**config.mk**
```make
export PLATFORM = sky130hd
export DESIGN_NAME = ccc_coulomb_ctrl
export DESIGN_NICKNAME = d
export VERILOG_FILES = /design/src/ccc_coulomb_ctrl.v
export VERILOG_INCLUDE_DIRS = /design/src
export SDC_FILE = /design/constraint.sdc
export NUM_CORES = 1
export LEC_CHECK = 0
export ABC_AREA = 0
export BUFFER_PORTS_ARGS = -buffer_cell sky130_fd_sc_hd__buf_2
export CAP_MARGIN = 0
export CORE_MARGIN = 2
export CORE_UTILIZATION = 40
export DETAILED_ROUTE_END_ITERATION = 7
export PLACE_DENSITY = 0.61
export REMOVE_ABC_BUFFERS = 1
export SYNTH_ARGS = -nofsm -noshare
export SYNTH_HDL_FRONTEND = slang
export SYNTH_SLANG_ARGS = --single-unit
```
**constraint.sdc**
```tcl
create_clock -name clk -period 6.4 [get_ports clk]
set_input_delay 1.92 -clock clk [delete_from_list [all_inputs] [get_ports clk]]
set_output_delay 1.92 -clock clk [all_outputs]
set_load 0.05 [all_outputs]
```
**src/ccc_map.vh**
```
// register map, field positions, reset values and timing for the
// coulomb counter control block; definitions only
`ifndef CCC_MAP_VH
`define CCC_MAP_VH

// byte offsets on the wishbone bus
`define CCC_CTRL_OFS        8'h00
`define CCC_OFFSET_OFS      8'h04
`define CCC_TALLY_OFS       8'h08
`define CCC_SUM_OFS         8'h0C
`define CCC_LAST_OFS        8'h10

// control register fields
`define CCC_EN_BIT          0
`define CCC_PSEL_LO         1
`define CCC_PSEL_HI         2
`define CCC_HOLD_BIT        3
`define CCC_CALREQ_BIT      4
`define CCC_WIPE_BIT        5
`define CCC_DSET_BIT        6
`define CCC_DCLR_BIT        7
`define CCC_DACT_BIT        8
`define CCC_CALBUSY_BIT     9

// reset values
`define CCC_PSEL_RST        2'h0
`define CCC_ZERO32          32'h0000_0000

// converter clock in hertz and integration periods in microseconds
`define CCC_CONV_HZ         32768
`define CCC_PER0_US         250000
`define CCC_PER1_US         62500
`define CCC_PER2_US         15625
`define CCC_PER3_US         3906
`define CCC_US_TO_TICKS(us) (((us) * 4096 + 62500) / 125000)

// offset calibration averages this many periods
`define CCC_CAL_RUNS        8
`define CCC_CAL_SHIFT       3

`endif

```
**src/ccc_coulomb_ctrl.v**
```verilog
// coulomb counter control: integration timing, calibration, results
// assumes a 50 MHz clk, a 32.768 kHz converter clock and the analog
// modulator bitstream both arriving as asynchronous pins
//
// Operation
// - four integration periods 250, 62.5, 15.6, 3.9 ms; 250 ms at reset
// - next integration period starts at once when previous result lands
// - converter and periods are timed from the 32.768 kHz clock
// - longest period gives 13 magnitude bits plus sign, two's complement
// - current out of the battery reads negative, sign bit one
// - calibration shorts inputs, runs eight periods, keeps 10-bit offset
// - calibration end raises the calibration done interrupt
// - calibration request bit clears itself when calibration finishes
// - after calibration the gauge returns to normal measuring by itself
// - wipe clears offset, tally and sum, then reads back zero
// - hold blocks result, sum and tally updates; integrator keeps running
// - a period ending under hold is discarded; next period starts anyway
// - writing dither set turns converter dithering on
// - wipe leaves the dither state alone
// - dither clear turns dithering off; a status bit shows dither state
// - 14-bit last result holds the latest measurement finished outside hold and calibration
`timescale 1ns/100ps
`default_nettype none
`include "ccc_map.vh"

module ccc_coulomb_ctrl
#(
	parameter AW    = 8,
	parameter PER_W = 14
)
(
	// system
	input  wire          clk,
	input  wire          nrst,
	// wishbone slave
	input  wire          wb_cyc_i,
	input  wire          wb_stb_i,
	input  wire          wb_we_i,
	input  wire [AW-1:0] wb_adr_i,
	input  wire [3:0]    wb_sel_i,
	input  wire [31:0]   wb_dat_i,
	output reg  [31:0]   wb_dat_o,
	output reg           wb_ack_o,
	// analog converter side
	input  wire          conv_clk_pin,
	input  wire          conv_bit_pin,
	output reg           conv_short_r,
	output reg           dither_active_r,
	// event
	output reg           calib_done_irq_r
);

	//--------------------------------------------------------------
	// helpers
	//--------------------------------------------------------------
	// integer forms first, then cut to the counter widths on purpose
	localparam integer     LEN0_I     = `CCC_US_TO_TICKS(`CCC_PER0_US);
	localparam integer     LEN1_I     = `CCC_US_TO_TICKS(`CCC_PER1_US);
	localparam integer     LEN2_I     = `CCC_US_TO_TICKS(`CCC_PER2_US);
	localparam integer     LEN3_I     = `CCC_US_TO_TICKS(`CCC_PER3_US);
	localparam integer     CAL_LAST_I = `CCC_CAL_RUNS - 1;
	localparam [PER_W-1:0] LEN0       = LEN0_I[PER_W-1:0];
	localparam [PER_W-1:0] LEN1       = LEN1_I[PER_W-1:0];
	localparam [PER_W-1:0] LEN2       = LEN2_I[PER_W-1:0];
	localparam [PER_W-1:0] LEN3       = LEN3_I[PER_W-1:0];
	localparam [2:0]       CAL_LAST   = CAL_LAST_I[2:0];

	// period length in converter ticks for a selection code
	function [PER_W-1:0] period_len;
		input [1:0] sel;
		begin
			case (sel)
				2'h0:    period_len = LEN0;
				2'h1:    period_len = LEN1;
				2'h2:    period_len = LEN2;
				default: period_len = LEN3;
			endcase
		end
	endfunction

	// limit the raw up/down count to the 14-bit signed result range
	function [13:0] clamp14;
		input [14:0] raw;
		begin
			if (!raw[14] && raw[13])
				clamp14 = 14'h1FFF;
			else if (raw[14] && !raw[13])
				clamp14 = 14'h2000;
			else
				clamp14 = raw[13:0];
		end
	endfunction

	function [31:0] sext14;
		input [13:0] v;
		begin
			sext14 = {{18{v[13]}}, v};
		end
	endfunction

	//--------------------------------------------------------------
	// pin synchronisers
	//--------------------------------------------------------------
	// third stage must agree with the second before a change counts
	reg  ck_s1_r;
	reg  ck_s2_r;
	reg  ck_s3_r;
	reg  ck_lvl_r;
	reg  bt_s1_r;
	reg  bt_s2_r;
	reg  bt_s3_r;
	reg  bt_lvl_r;
	wire ck_agree;
	wire conv_tick;

	always @(posedge clk or negedge nrst)
	begin
		if (!nrst)
		begin
			ck_s1_r  <= 1'b0;
			ck_s2_r  <= 1'b0;
			ck_s3_r  <= 1'b0;
			ck_lvl_r <= 1'b0;
			bt_s1_r  <= 1'b0;
			bt_s2_r  <= 1'b0;
			bt_s3_r  <= 1'b0;
			bt_lvl_r <= 1'b0;
		end
		else
		begin
			ck_s1_r <= conv_clk_pin;
			ck_s2_r <= ck_s1_r;
			ck_s3_r <= ck_s2_r;
			bt_s1_r <= conv_bit_pin;
			bt_s2_r <= bt_s1_r;
			bt_s3_r <= bt_s2_r;
			if (ck_agree)
				ck_lvl_r <= ck_s3_r;
			if (bt_s2_r == bt_s3_r)
				bt_lvl_r <= bt_s3_r;
		end
	end

	assign ck_agree  = (ck_s2_r == ck_s3_r);
	assign conv_tick = ck_agree & ck_s3_r & ~ck_lvl_r;

	//--------------------------------------------------------------
	// wishbone register access
	//--------------------------------------------------------------
	reg              en_r;
	reg  [1:0]       psel_r;
	reg              hold_updates_r;
	reg              calib_request_r;
	reg              wipe_results_r;
	reg  [9:0]       calib_offset_value_r;
	reg  [23:0]      sample_tally_r;
	reg  [31:0]      charge_sum_r;
	reg  [13:0]      last_period_result_r;
	reg              cal_active_r;
	reg  [31:0]      rd_nxt;
	wire             wb_req;
	wire             ctrl_wr;
	wire             cal_finish;

	assign wb_req  = wb_cyc_i & wb_stb_i & ~wb_ack_o;
	assign ctrl_wr = wb_req & wb_we_i & wb_sel_i[0] &
	                 (wb_adr_i == `CCC_CTRL_OFS);

	// unmapped addresses read zero and ignore writes, still acked
	always @*
	begin
		rd_nxt = `CCC_ZERO32;
		case (wb_adr_i)
			`CCC_CTRL_OFS:
			begin
				rd_nxt[`CCC_EN_BIT]                    = en_r;
				rd_nxt[`CCC_PSEL_HI:`CCC_PSEL_LO]      = psel_r;
				rd_nxt[`CCC_HOLD_BIT]                  = hold_updates_r;
				rd_nxt[`CCC_CALREQ_BIT]                = calib_request_r;
				rd_nxt[`CCC_WIPE_BIT]                  = wipe_results_r;
				rd_nxt[`CCC_DACT_BIT]                  = dither_active_r;
				rd_nxt[`CCC_CALBUSY_BIT]               = cal_active_r;
			end
			`CCC_OFFSET_OFS: rd_nxt[9:0]  = calib_offset_value_r;
			`CCC_TALLY_OFS:  rd_nxt[23:0] = sample_tally_r;
			`CCC_SUM_OFS:    rd_nxt       = charge_sum_r;
			`CCC_LAST_OFS:   rd_nxt[13:0] = last_period_result_r;
			default:         rd_nxt       = `CCC_ZERO32;
		endcase
	end

	always @(posedge clk or negedge nrst)
	begin
		if (!nrst)
		begin
			wb_ack_o        <= 1'b0;
			wb_dat_o        <= `CCC_ZERO32;
			en_r            <= 1'b0;
			psel_r          <= `CCC_PSEL_RST;
			hold_updates_r  <= 1'b0;
			calib_request_r <= 1'b0;
			wipe_results_r  <= 1'b0;
			dither_active_r <= 1'b0;
		end
		else
		begin
			wb_ack_o <= wb_req;
			if (wb_req)
				wb_dat_o <= rd_nxt;
			// wipe bit lasts a single cycle
			wipe_results_r <= ctrl_wr & wb_dat_i[`CCC_WIPE_BIT];
			if (ctrl_wr)
			begin
				en_r           <= wb_dat_i[`CCC_EN_BIT];
				// selection, applied at the next period start
				psel_r         <= wb_dat_i[`CCC_PSEL_HI:`CCC_PSEL_LO];
				hold_updates_r <= wb_dat_i[`CCC_HOLD_BIT];
			end
			// hardware clear, but a software set in the same cycle wins
			if (ctrl_wr && wb_dat_i[`CCC_CALREQ_BIT])
				calib_request_r <= 1'b1;
			else if (cal_finish)
				calib_request_r <= 1'b0;
			// set, clear; set takes priority if both written
			if (ctrl_wr && wb_dat_i[`CCC_DSET_BIT])
				dither_active_r <= 1'b1;
			else if (ctrl_wr && wb_dat_i[`CCC_DCLR_BIT])
				dither_active_r <= 1'b0;
		end
	end

	//--------------------------------------------------------------
	// integration period timing
	//--------------------------------------------------------------
	reg  [PER_W-1:0] per_cnt_r;
	reg  [PER_W-1:0] per_len_r;
	reg  [14:0]      integ_r;
	wire [14:0]      integ_step;
	wire             per_end;
	wire [13:0]      res_now;

	// a low bit is discharge and steps the count down
	assign integ_step = bt_lvl_r ? (integ_r + 15'h0001) :
	                               (integ_r - 15'h0001);
	assign per_end    = en_r & conv_tick & (per_cnt_r == per_len_r - 1'b1);
	assign res_now    = clamp14(integ_step);

	always @(posedge clk or negedge nrst)
	begin
		if (!nrst)
		begin
			per_cnt_r <= {PER_W{1'b0}};
			per_len_r <= LEN0;
			integ_r   <= 15'h0000;
		end
		else if (!en_r)
		begin
			per_cnt_r <= {PER_W{1'b0}};
			per_len_r <= period_len(psel_r);
			integ_r   <= 15'h0000;
		end
		else if (per_end)
		begin
			// next period starts on the same tick, no gap
			per_cnt_r <= {PER_W{1'b0}};
			per_len_r <= period_len(psel_r);
			integ_r   <= 15'h0000;
		end
		else if (conv_tick)
		begin
			// integrator runs whatever the hold bit says
			per_cnt_r <= per_cnt_r + 1'b1;
			integ_r   <= integ_step;
		end
	end

	//--------------------------------------------------------------
	// calibration sequence
	//--------------------------------------------------------------
	reg  [2:0]  cal_runs_r;
	reg  [17:0] cal_acc_r;
	wire [17:0] cal_acc_nxt;

	assign cal_acc_nxt = cal_acc_r + {{4{res_now[13]}}, res_now};
	assign cal_finish  = per_end & cal_active_r & (cal_runs_r == CAL_LAST);

	always @(posedge clk or negedge nrst)
	begin
		if (!nrst)
		begin
			cal_active_r     <= 1'b0;
			conv_short_r     <= 1'b0;
			cal_runs_r       <= 3'h0;
			cal_acc_r        <= 18'h00000;
			calib_done_irq_r <= 1'b0;
		end
		else
		begin
			calib_done_irq_r <= cal_finish;
			if (!en_r)
			begin
				// dropping enable abandons a run in progress
				cal_active_r <= 1'b0;
				conv_short_r <= 1'b0;
			end
			else if (cal_finish)
			begin
				// back to normal measuring with no software step
				cal_active_r <= 1'b0;
				conv_short_r <= 1'b0;
			end
			else if (per_end && cal_active_r)
			begin
				cal_runs_r <= cal_runs_r + 3'h1;
				cal_acc_r  <= cal_acc_nxt;
			end
			else if (per_end && calib_request_r)
			begin
				// short the inputs from the next period boundary
				cal_active_r <= 1'b1;
				conv_short_r <= 1'b1;
				cal_runs_r   <= 3'h0;
				cal_acc_r    <= 18'h00000;
			end
		end
	end

	//--------------------------------------------------------------
	// result registers
	//--------------------------------------------------------------
	wire [17:0] cal_avg;
	wire        keep_result;

	assign cal_avg     = $signed(cal_acc_nxt) >>> `CCC_CAL_SHIFT;
	// held or calibration periods are dropped
	assign keep_result = per_end & ~cal_active_r & ~hold_updates_r;

	always @(posedge clk or negedge nrst)
	begin
		if (!nrst)
		begin
			calib_offset_value_r <= 10'h000;
			sample_tally_r       <= 24'h000000;
			charge_sum_r         <= `CCC_ZERO32;
			last_period_result_r <= 14'h0000;
		end
		else
		begin
			if (keep_result)
				last_period_result_r <= res_now;
			if (wipe_results_r)
			begin
				calib_offset_value_r <= 10'h000;
				sample_tally_r       <= 24'h000000;
				charge_sum_r         <= `CCC_ZERO32;
			end
			else
			begin
				// offset kept as 10-bit signed value
				if (cal_finish)
					calib_offset_value_r <= cal_avg[9:0];
				if (keep_result)
				begin
					charge_sum_r   <= charge_sum_r + sext14(res_now);
					sample_tally_r <= sample_tally_r + 24'h000001;
				end
			end
		end
	end

endmodule

`default_nettype wire

```
==> impl_metrics.ini, run 1 <==
[clock_network]
clock_latency_ns = 0.44
clock_path_buffers = 2
cts_buffers = 17
cts_tree = yes
path_clk_slew_ns = 0.08
htree_levels = 4
clock-root-buffer = clkbuf_16
clock-sinks = 179

[timing]
hold_viol = 0
slew_violations = 0
worst_pin_slew_ns = 1.139
grt_setup_unrepaired = no
setup_viol = 0
fmax_mhz = 170.1
slew_headroom = 0.2378
finalCriticalPeriod_ns = 5.879
period_share = 0.9186
fin_worst_skew_ns = 0.01616
finalSetupTns_ns = 0
worst_slack_ns = 0.5212

[final_layout]
layout.nets = 1319
final_cells = 1546
fin_area_um2 = 11980
antenna_cells_inserted = 0
drive_gt1_frac = 0.1131
layout_commonest_cell = dfrtp_1
final_cell_mix = dfrtp_1, nand2_1, nor2_1, a21oi_1, ha_1
syn_to_final_growth_pct = 11.81

[synth]
ys.flop_type = dfrtp_1
ys_seq_area_frac = 0.4183
synthCells = 1151
synth.distinct_cells = 69
synth_edf_count = 0
synth_async_sr_flop_share = 1.000
syn_area_per_cell_um2 = 9.305
synthesis.area_um2 = 10710
synth_seq_cells = 179
ys_warn_count = 0

[min_path]
worstHoldPathCells = 0
min_from = bt_s1_r
worst_hold_path.endpoint = bt_s2_r
min-delay-path-class = flip-flop to flip-flop

[worst_setup_path]
arrival_ns = 6.20
r2r_cells = 20
start_kind = flip-flop
path_class = flip-flop to flip-flop
r2r-start = bt_lvl_r
critPathCaptureType = flip-flop
rrSetupSlack_ns = 0.52
cp.required_ns = 6.72
cp_max_fo = 14
reg2reg_to = charge_sum_r[30]

[placed_design]
hpwl_um = 17790
gp_congestion = 0.8251
placed_cells_incl_taps = 1514
place_area_um2 = 11400
port_buffers = 59
dp_slack_ns = 0.4588

[flow_run]
max_cap_violations = 0

[floorplanning]
die-area_um2 = 28100
fp.dieW_um = 167.6
fp.dieH_um = 167.6
io_pins = 87
core_um2 = 26210
start_util = 0.4087
rows = 59

[detailed_routing]
vias_per_cell = 5.517
drt_iter0_markers = 584
drc = 0
wirelength_um = 25590
vias = 8529
wl_per_cell_um = 16.55
ant_nets = 0
drt-pass1-iter-count = 7

[global_routing]
antenna_found_initial = 0
grt_pass1_vias = 8232
grt.total_usage = 0.1897
grt_max_degree = 107
overflow = 0
grt_first_pass_wirelength_um = 43340

[run_status]
outcome = completed

[power]
leakage_nw = 5.882
p_per_area_nw_per_um2 = 209.4
irDropWorstVdd_mv = 0.1645
## per-stage QoR
step           hold WS [ns]    util  power (mW)
3_5_place_dp         0.3385  0.4349       1.515
2_1_floorplan        0.3312       -       1.402
5_1_grt              0.3609  0.4570       2.625
3_3_place_gp         0.3332  0.4349       1.512
4_1_cts              0.3602  0.4566       2.540
6_report             0.3577  0.4570       2.508
## power by group
| part | total [mW] | leakage, nW | switching (mW) | internal [mW] |
|---|---|---|---|---|
| sequential | 1.15 | 2.46 | 0.00753 | 1.14 |
| clock | 1.02 | 0.271 | 0.501 | 0.515 |
| combinational | 0.342 | 3.15 | 0.224 | 0.118 |
| total | 2.51 | 5.88 | 0.732 | 1.78 |
## cells by family (layout without fill, tap and decap cells)
family                     count (synthesis)  count (layout)  share of synthesized area
and+or+nand+nor                          410             410                     0.1807
DFF                                      179             179                     0.4183
AOI/OAI and AO/OA                        293             293                     0.1838
xor gates and xnor gates                  78              78                    0.06378
buffers and inverters                     76             136                    0.02664
adders and majority gates                 80              80                    0.09334
muxes                                     35              35                    0.03341
## worst max-delay path, stage by stage, from the launching register on
cell	delay (ns)
dfrtp_1	0.42
clkinvlp_4	0.33
ha_1	0.46
and3_1	0.23
a221o_1	0.35
a41oi_1	0.27
o21ai_0	0.17
xor2_1	0.17
nor2_1	0.28
o21ai_0	0.30
ha_1	0.33
fa_1	0.42
nand3_1	0.12
a21oi_1	0.10
o211ai_1	0.25
a21oi_1	0.14
o2111ai_1	0.34
a21oi_1	0.21
a311oi_1	0.60
or3_1	0.20
nand3_1	0.08
## routing by layer
layer / share of wire / GRT usage
met1: 0.51 / 0.2838
met2: 0.44 / 0.2914
met3: 0.039 / 0.02623
met4: 0.0088 / 0.04386
met5: 0 / 0
## synth_stat cells, types with 15 or more instances
cell type	number	area share
a21o_1	34	0.024
xnor2_1	35	0.029
mux2i_1	29	0.027
clkbuf_1	49	0.017
ha_1	67	0.078
nand2_1	173	0.061
inv_1	26	0.0091
o21a_1	15	0.011
and3_1	21	0.012
a21oi_1	74	0.035
o21ai_0	59	0.028
o31ai_1	17	0.012
xor2_1	43	0.035
nor2_1	89	0.031
dfrtp_1	178	0.42
nand3_1	38	0.018
## worst max path at each step
stage             start                to  slack (ns)  cells past startpoint
2_1_floorplan  bt_lvl_r  charge_sum_r[25]        1.22                     19
3_3_place_gp   bt_lvl_r  charge_sum_r[30]        0.50                     20
3_5_place_dp   bt_lvl_r  charge_sum_r[30]        0.46                     20
4_1_cts        bt_lvl_r  charge_sum_r[30]        0.43                     20
5_1_grt        bt_lvl_r  charge_sum_r[30]        0.06                     20
6_report       bt_lvl_r  charge_sum_r[30]        0.52                     20
## final cells by class
cell class              instances  area [um^2]
fillers                      2541        14230
multi-input cells             896         5963
flip-flops and latches        179         4482
repair buffers                 77        439.2
clock buffers                  17        425.4
well taps                     335        419.2
clock inverters                15        141.4
inverters                      27        105.1
## registers in the layout, indices dropped and copies added (netlist names), 10 cells and up
register	flops
per_cnt_r	14
integ_r	15
cal_acc_r	13
calib_offset_value_r	10
wb_dat_o	32
sample_tally_r	24
charge_sum_r	32
last_period_result_r	14
## repair_timing
| action | 4_1_cts | 5_1_grt |
|---|---|---|
| endpoints found under the setup margin | 0 | 2 |
| resized for setup | 0 | 2 |
| hold buffers | 0 | 0 |
| setup buffers | 0 | 0 |
(Power assumes the default switching activity.)
==> inputs of run 2 (changes only) <==
ABC_AREA = 1   (was 0)
==> run 2 against run 1 <==
Against the previous run: total power is 92% higher; utilization is 0.23 points lower; cell count rose by 19%; clock power is 4% higher; largest power group is now combinational logic; wire length is 16% higher; critical endpoint is now charge_sum_r[22]; global-route usage increased by 2.1 points; flip-flop and latch count is the same; count of clock-buffer cells in the layout increased by 2.
==> impl_metrics.ini, run 2 <==
[synth]
synth_async_sr_flop_share = 1.000
ys_warn_count = 0
synth.distinct_cells = 47
synth_area_leader_cell = dfrtp_1
synth_top_family_by_area = simple AND/OR/NAND/NOR gates
muxShareOfSynthArea = 0.002038
synth_most_common_cell = nand2_1
synthCells = 1440
ys_seq_area_frac = 0.4054
synth_seq_cells = 179
synthesis.area_um2 = 11050
synth_top_area_frac = 0.4030
synth_area_leaders = dfrtp_1, nand2_1, ha_1
synthSimpleGateAreaFrac = 0.2380
synth_xor_area_frac = 0.04438
synthAdderAreaFrac = 0.08219
synth_common_cells = nand2_1, dfrtp_1, inv_1
synth_edf_count = 0
syn_area_per_cell_um2 = 7.675
ys.flop_type = dfrtp_1
synth-compound-area-share = 0.1649

[detailed_routing]
vias_per_cell = 5.345
ant_nets = 0
drt_iter0_markers = 747
vias = 9866
wl_per_cell_um = 16.07
drt-pass1-iter-count = 5
drc = 0
wirelength_um = 29670

[min_path]
min-delay-path-class = flip-flop to flip-flop
min_from = bt_s1_r

[timing]
grt_setup_unrepaired = no
finalCriticalPeriod_ns = 5.341
period_share = 0.8345
slew_violations = 0
slew_headroom = 0.2724
fin_worst_skew_ns = 0.01708
setup_viol = 0
fmax_mhz = 187.2
finalSetupTns_ns = 0
hold_viol = 0
worst_pin_slew_ns = 1.085

[clock_network]
htree_levels = 4
cts_tree = yes
clock_path_buffers = 2
cts_hold_buf = 0
path_clk_slew_ns = 0.08
clock_latency_ns = 0.44
cts-resized-gates = 0
cts_buffers = 17
clock-root-buffer = clkbuf_16
clock-sinks = 179
post_cts_buffers = 0

[final_layout]
final_cell_mix = nand2_1, dfrtp_1, inv_1, nor2_1, a21oi_1
largestRegisters = charge_sum_r: 32 flops, wb_dat_o: 32 flops, sample_tally_r: 24 flops
fin_area_um2 = 12290
syn_to_final_growth_pct = 11.17
layout_commonest_cell = nand2_1
drive_gt1_frac = 0.07841
antenna_cells_inserted = 0
utilization = 0.4546
nFillCells = 2701
layout.nets = 1613

[worst_setup_path]
slowest_stage = fa_1
arrival_ns = 5.66
critPathCaptureType = flip-flop
crit_chain = inv_1 > ha_1 > or2_2 > nand3_1 > nand2_1 > nand2_1 > nand2_1 > nand2_1 > nand2_1 > nand2_1 > clkinv_1 > o21ai_0 > inv_1 > fa_1 > nand3_1 > nand2_1 > a21boi_0 > o21ai_0 > nand2_1 > nand2_1 > nand2_1 > nand2_1 > o21ai_0 > nand2_1
r2r-start = bt_lvl_r
cp_max_fo = 14
start_kind = flip-flop
slowest_delay_ns = 0.47
cpMostUsedCell = nand2_1
path_class = flip-flop to flip-flop
cp.required_ns = 6.72
startpoint = bt_lvl_r

[floorplanning]
start_util = 0.4089
core_um2 = 27030
fp.dieH_um = 170.2
io_pins = 87
rows = 60
fp.dieW_um = 170.2
die-area_um2 = 28970

[power]
leakage_nw = 5.822
finalPower_mw = 4.808
p_per_area_nw_per_um2 = 391.3
irDropWorstVdd_mv = 0.2146

[global_routing]
antenna_found_initial = 0
grt_pass1_vias = 9560
grt_max_degree = 105
overflow = 0
grt.total_usage = 0.2108
grt_first_pass_wirelength_um = 48590

[flow_run]
max_cap_violations = 0

[run_status]
outcome = completed

[placed_design]
gp_congestion = 0.9174
place_area_um2 = 11700
port_buffers = 59
hpwl_um = 21610
[run 2: cell families after synthesis]
kind of cell	Yosys count
fa+ha+maj	71
simple gates	629
mux	2
xor+xnor	56
compound gates	322
buf+inv	181
flops	179
[run 2: report_power, final]
part | switching, mW | total [mW] | internal [mW]
sequential | 0.0524 | 1.26 | 1.21
clock | 0.518 | 1.06 | 0.542
combinational | 1.69 | 2.49 | 0.791
total | 2.27 | 4.81 | 2.54
[run 2: routing by layer]
metal,track usage,vias up,wire length [um]
li1,-,4957,-
met1,0.2927,4687,14520
met2,0.3475,185,13700
met3,0.02372,37,940
met4,0.06169,0,516
met5,0,-,0
[run 2: stage by stage]
stage | hold slack, ns | setup WS, ns | instances
detailed placement | 0.3362 | 1.049 | 1814
global route | 0.3582 | 0.5579 | 1846
global placement | 0.3325 | 1.163 | 1814
finish | 0.3504 | 1.059 | 1846
CTS | 0.3528 | 1.008 | 1846
floorplan | 0.3312 | 1.987 | 1406
[run 2: worst paths after layout]
path                                         end  slack [ns]  cells after the start
worst max register to register  charge_sum_r[22]        1.06                     24
worst max-delay path            charge_sum_r[22]        1.06                     24
max in group asynchronous           wb_dat_o[23]        3.75                      2
worst min-delay path                     bt_s2_r        0.35                      0
worst min register to register           bt_s2_r        0.35                      0
min in group asynchronous           per_cnt_r[5]        1.55                      1
[run 2: worst max-delay path, delay by kind of cell (launching register included)]
kind            cells  cell delay [ns]
compound gates      4             1.17
simple gates       15             1.91
buf+inv             3             0.91
fa+ha+maj           2             0.83
flops               1             0.41
[run 2: cell type report]
type	count	area [um^2]	area share
Clock buffer	19	452.9	0.03686
Clock inverter	13	133.9	0.01090
Inverter	147	551.8	0.04491
Multi-Input combinational cell	1080	5877	0.4783
Sequential cell	179	4481	0.3647
Tap cell	341	426.7	0.03472
Timing Repair Buffer	67	364.1	0.02963
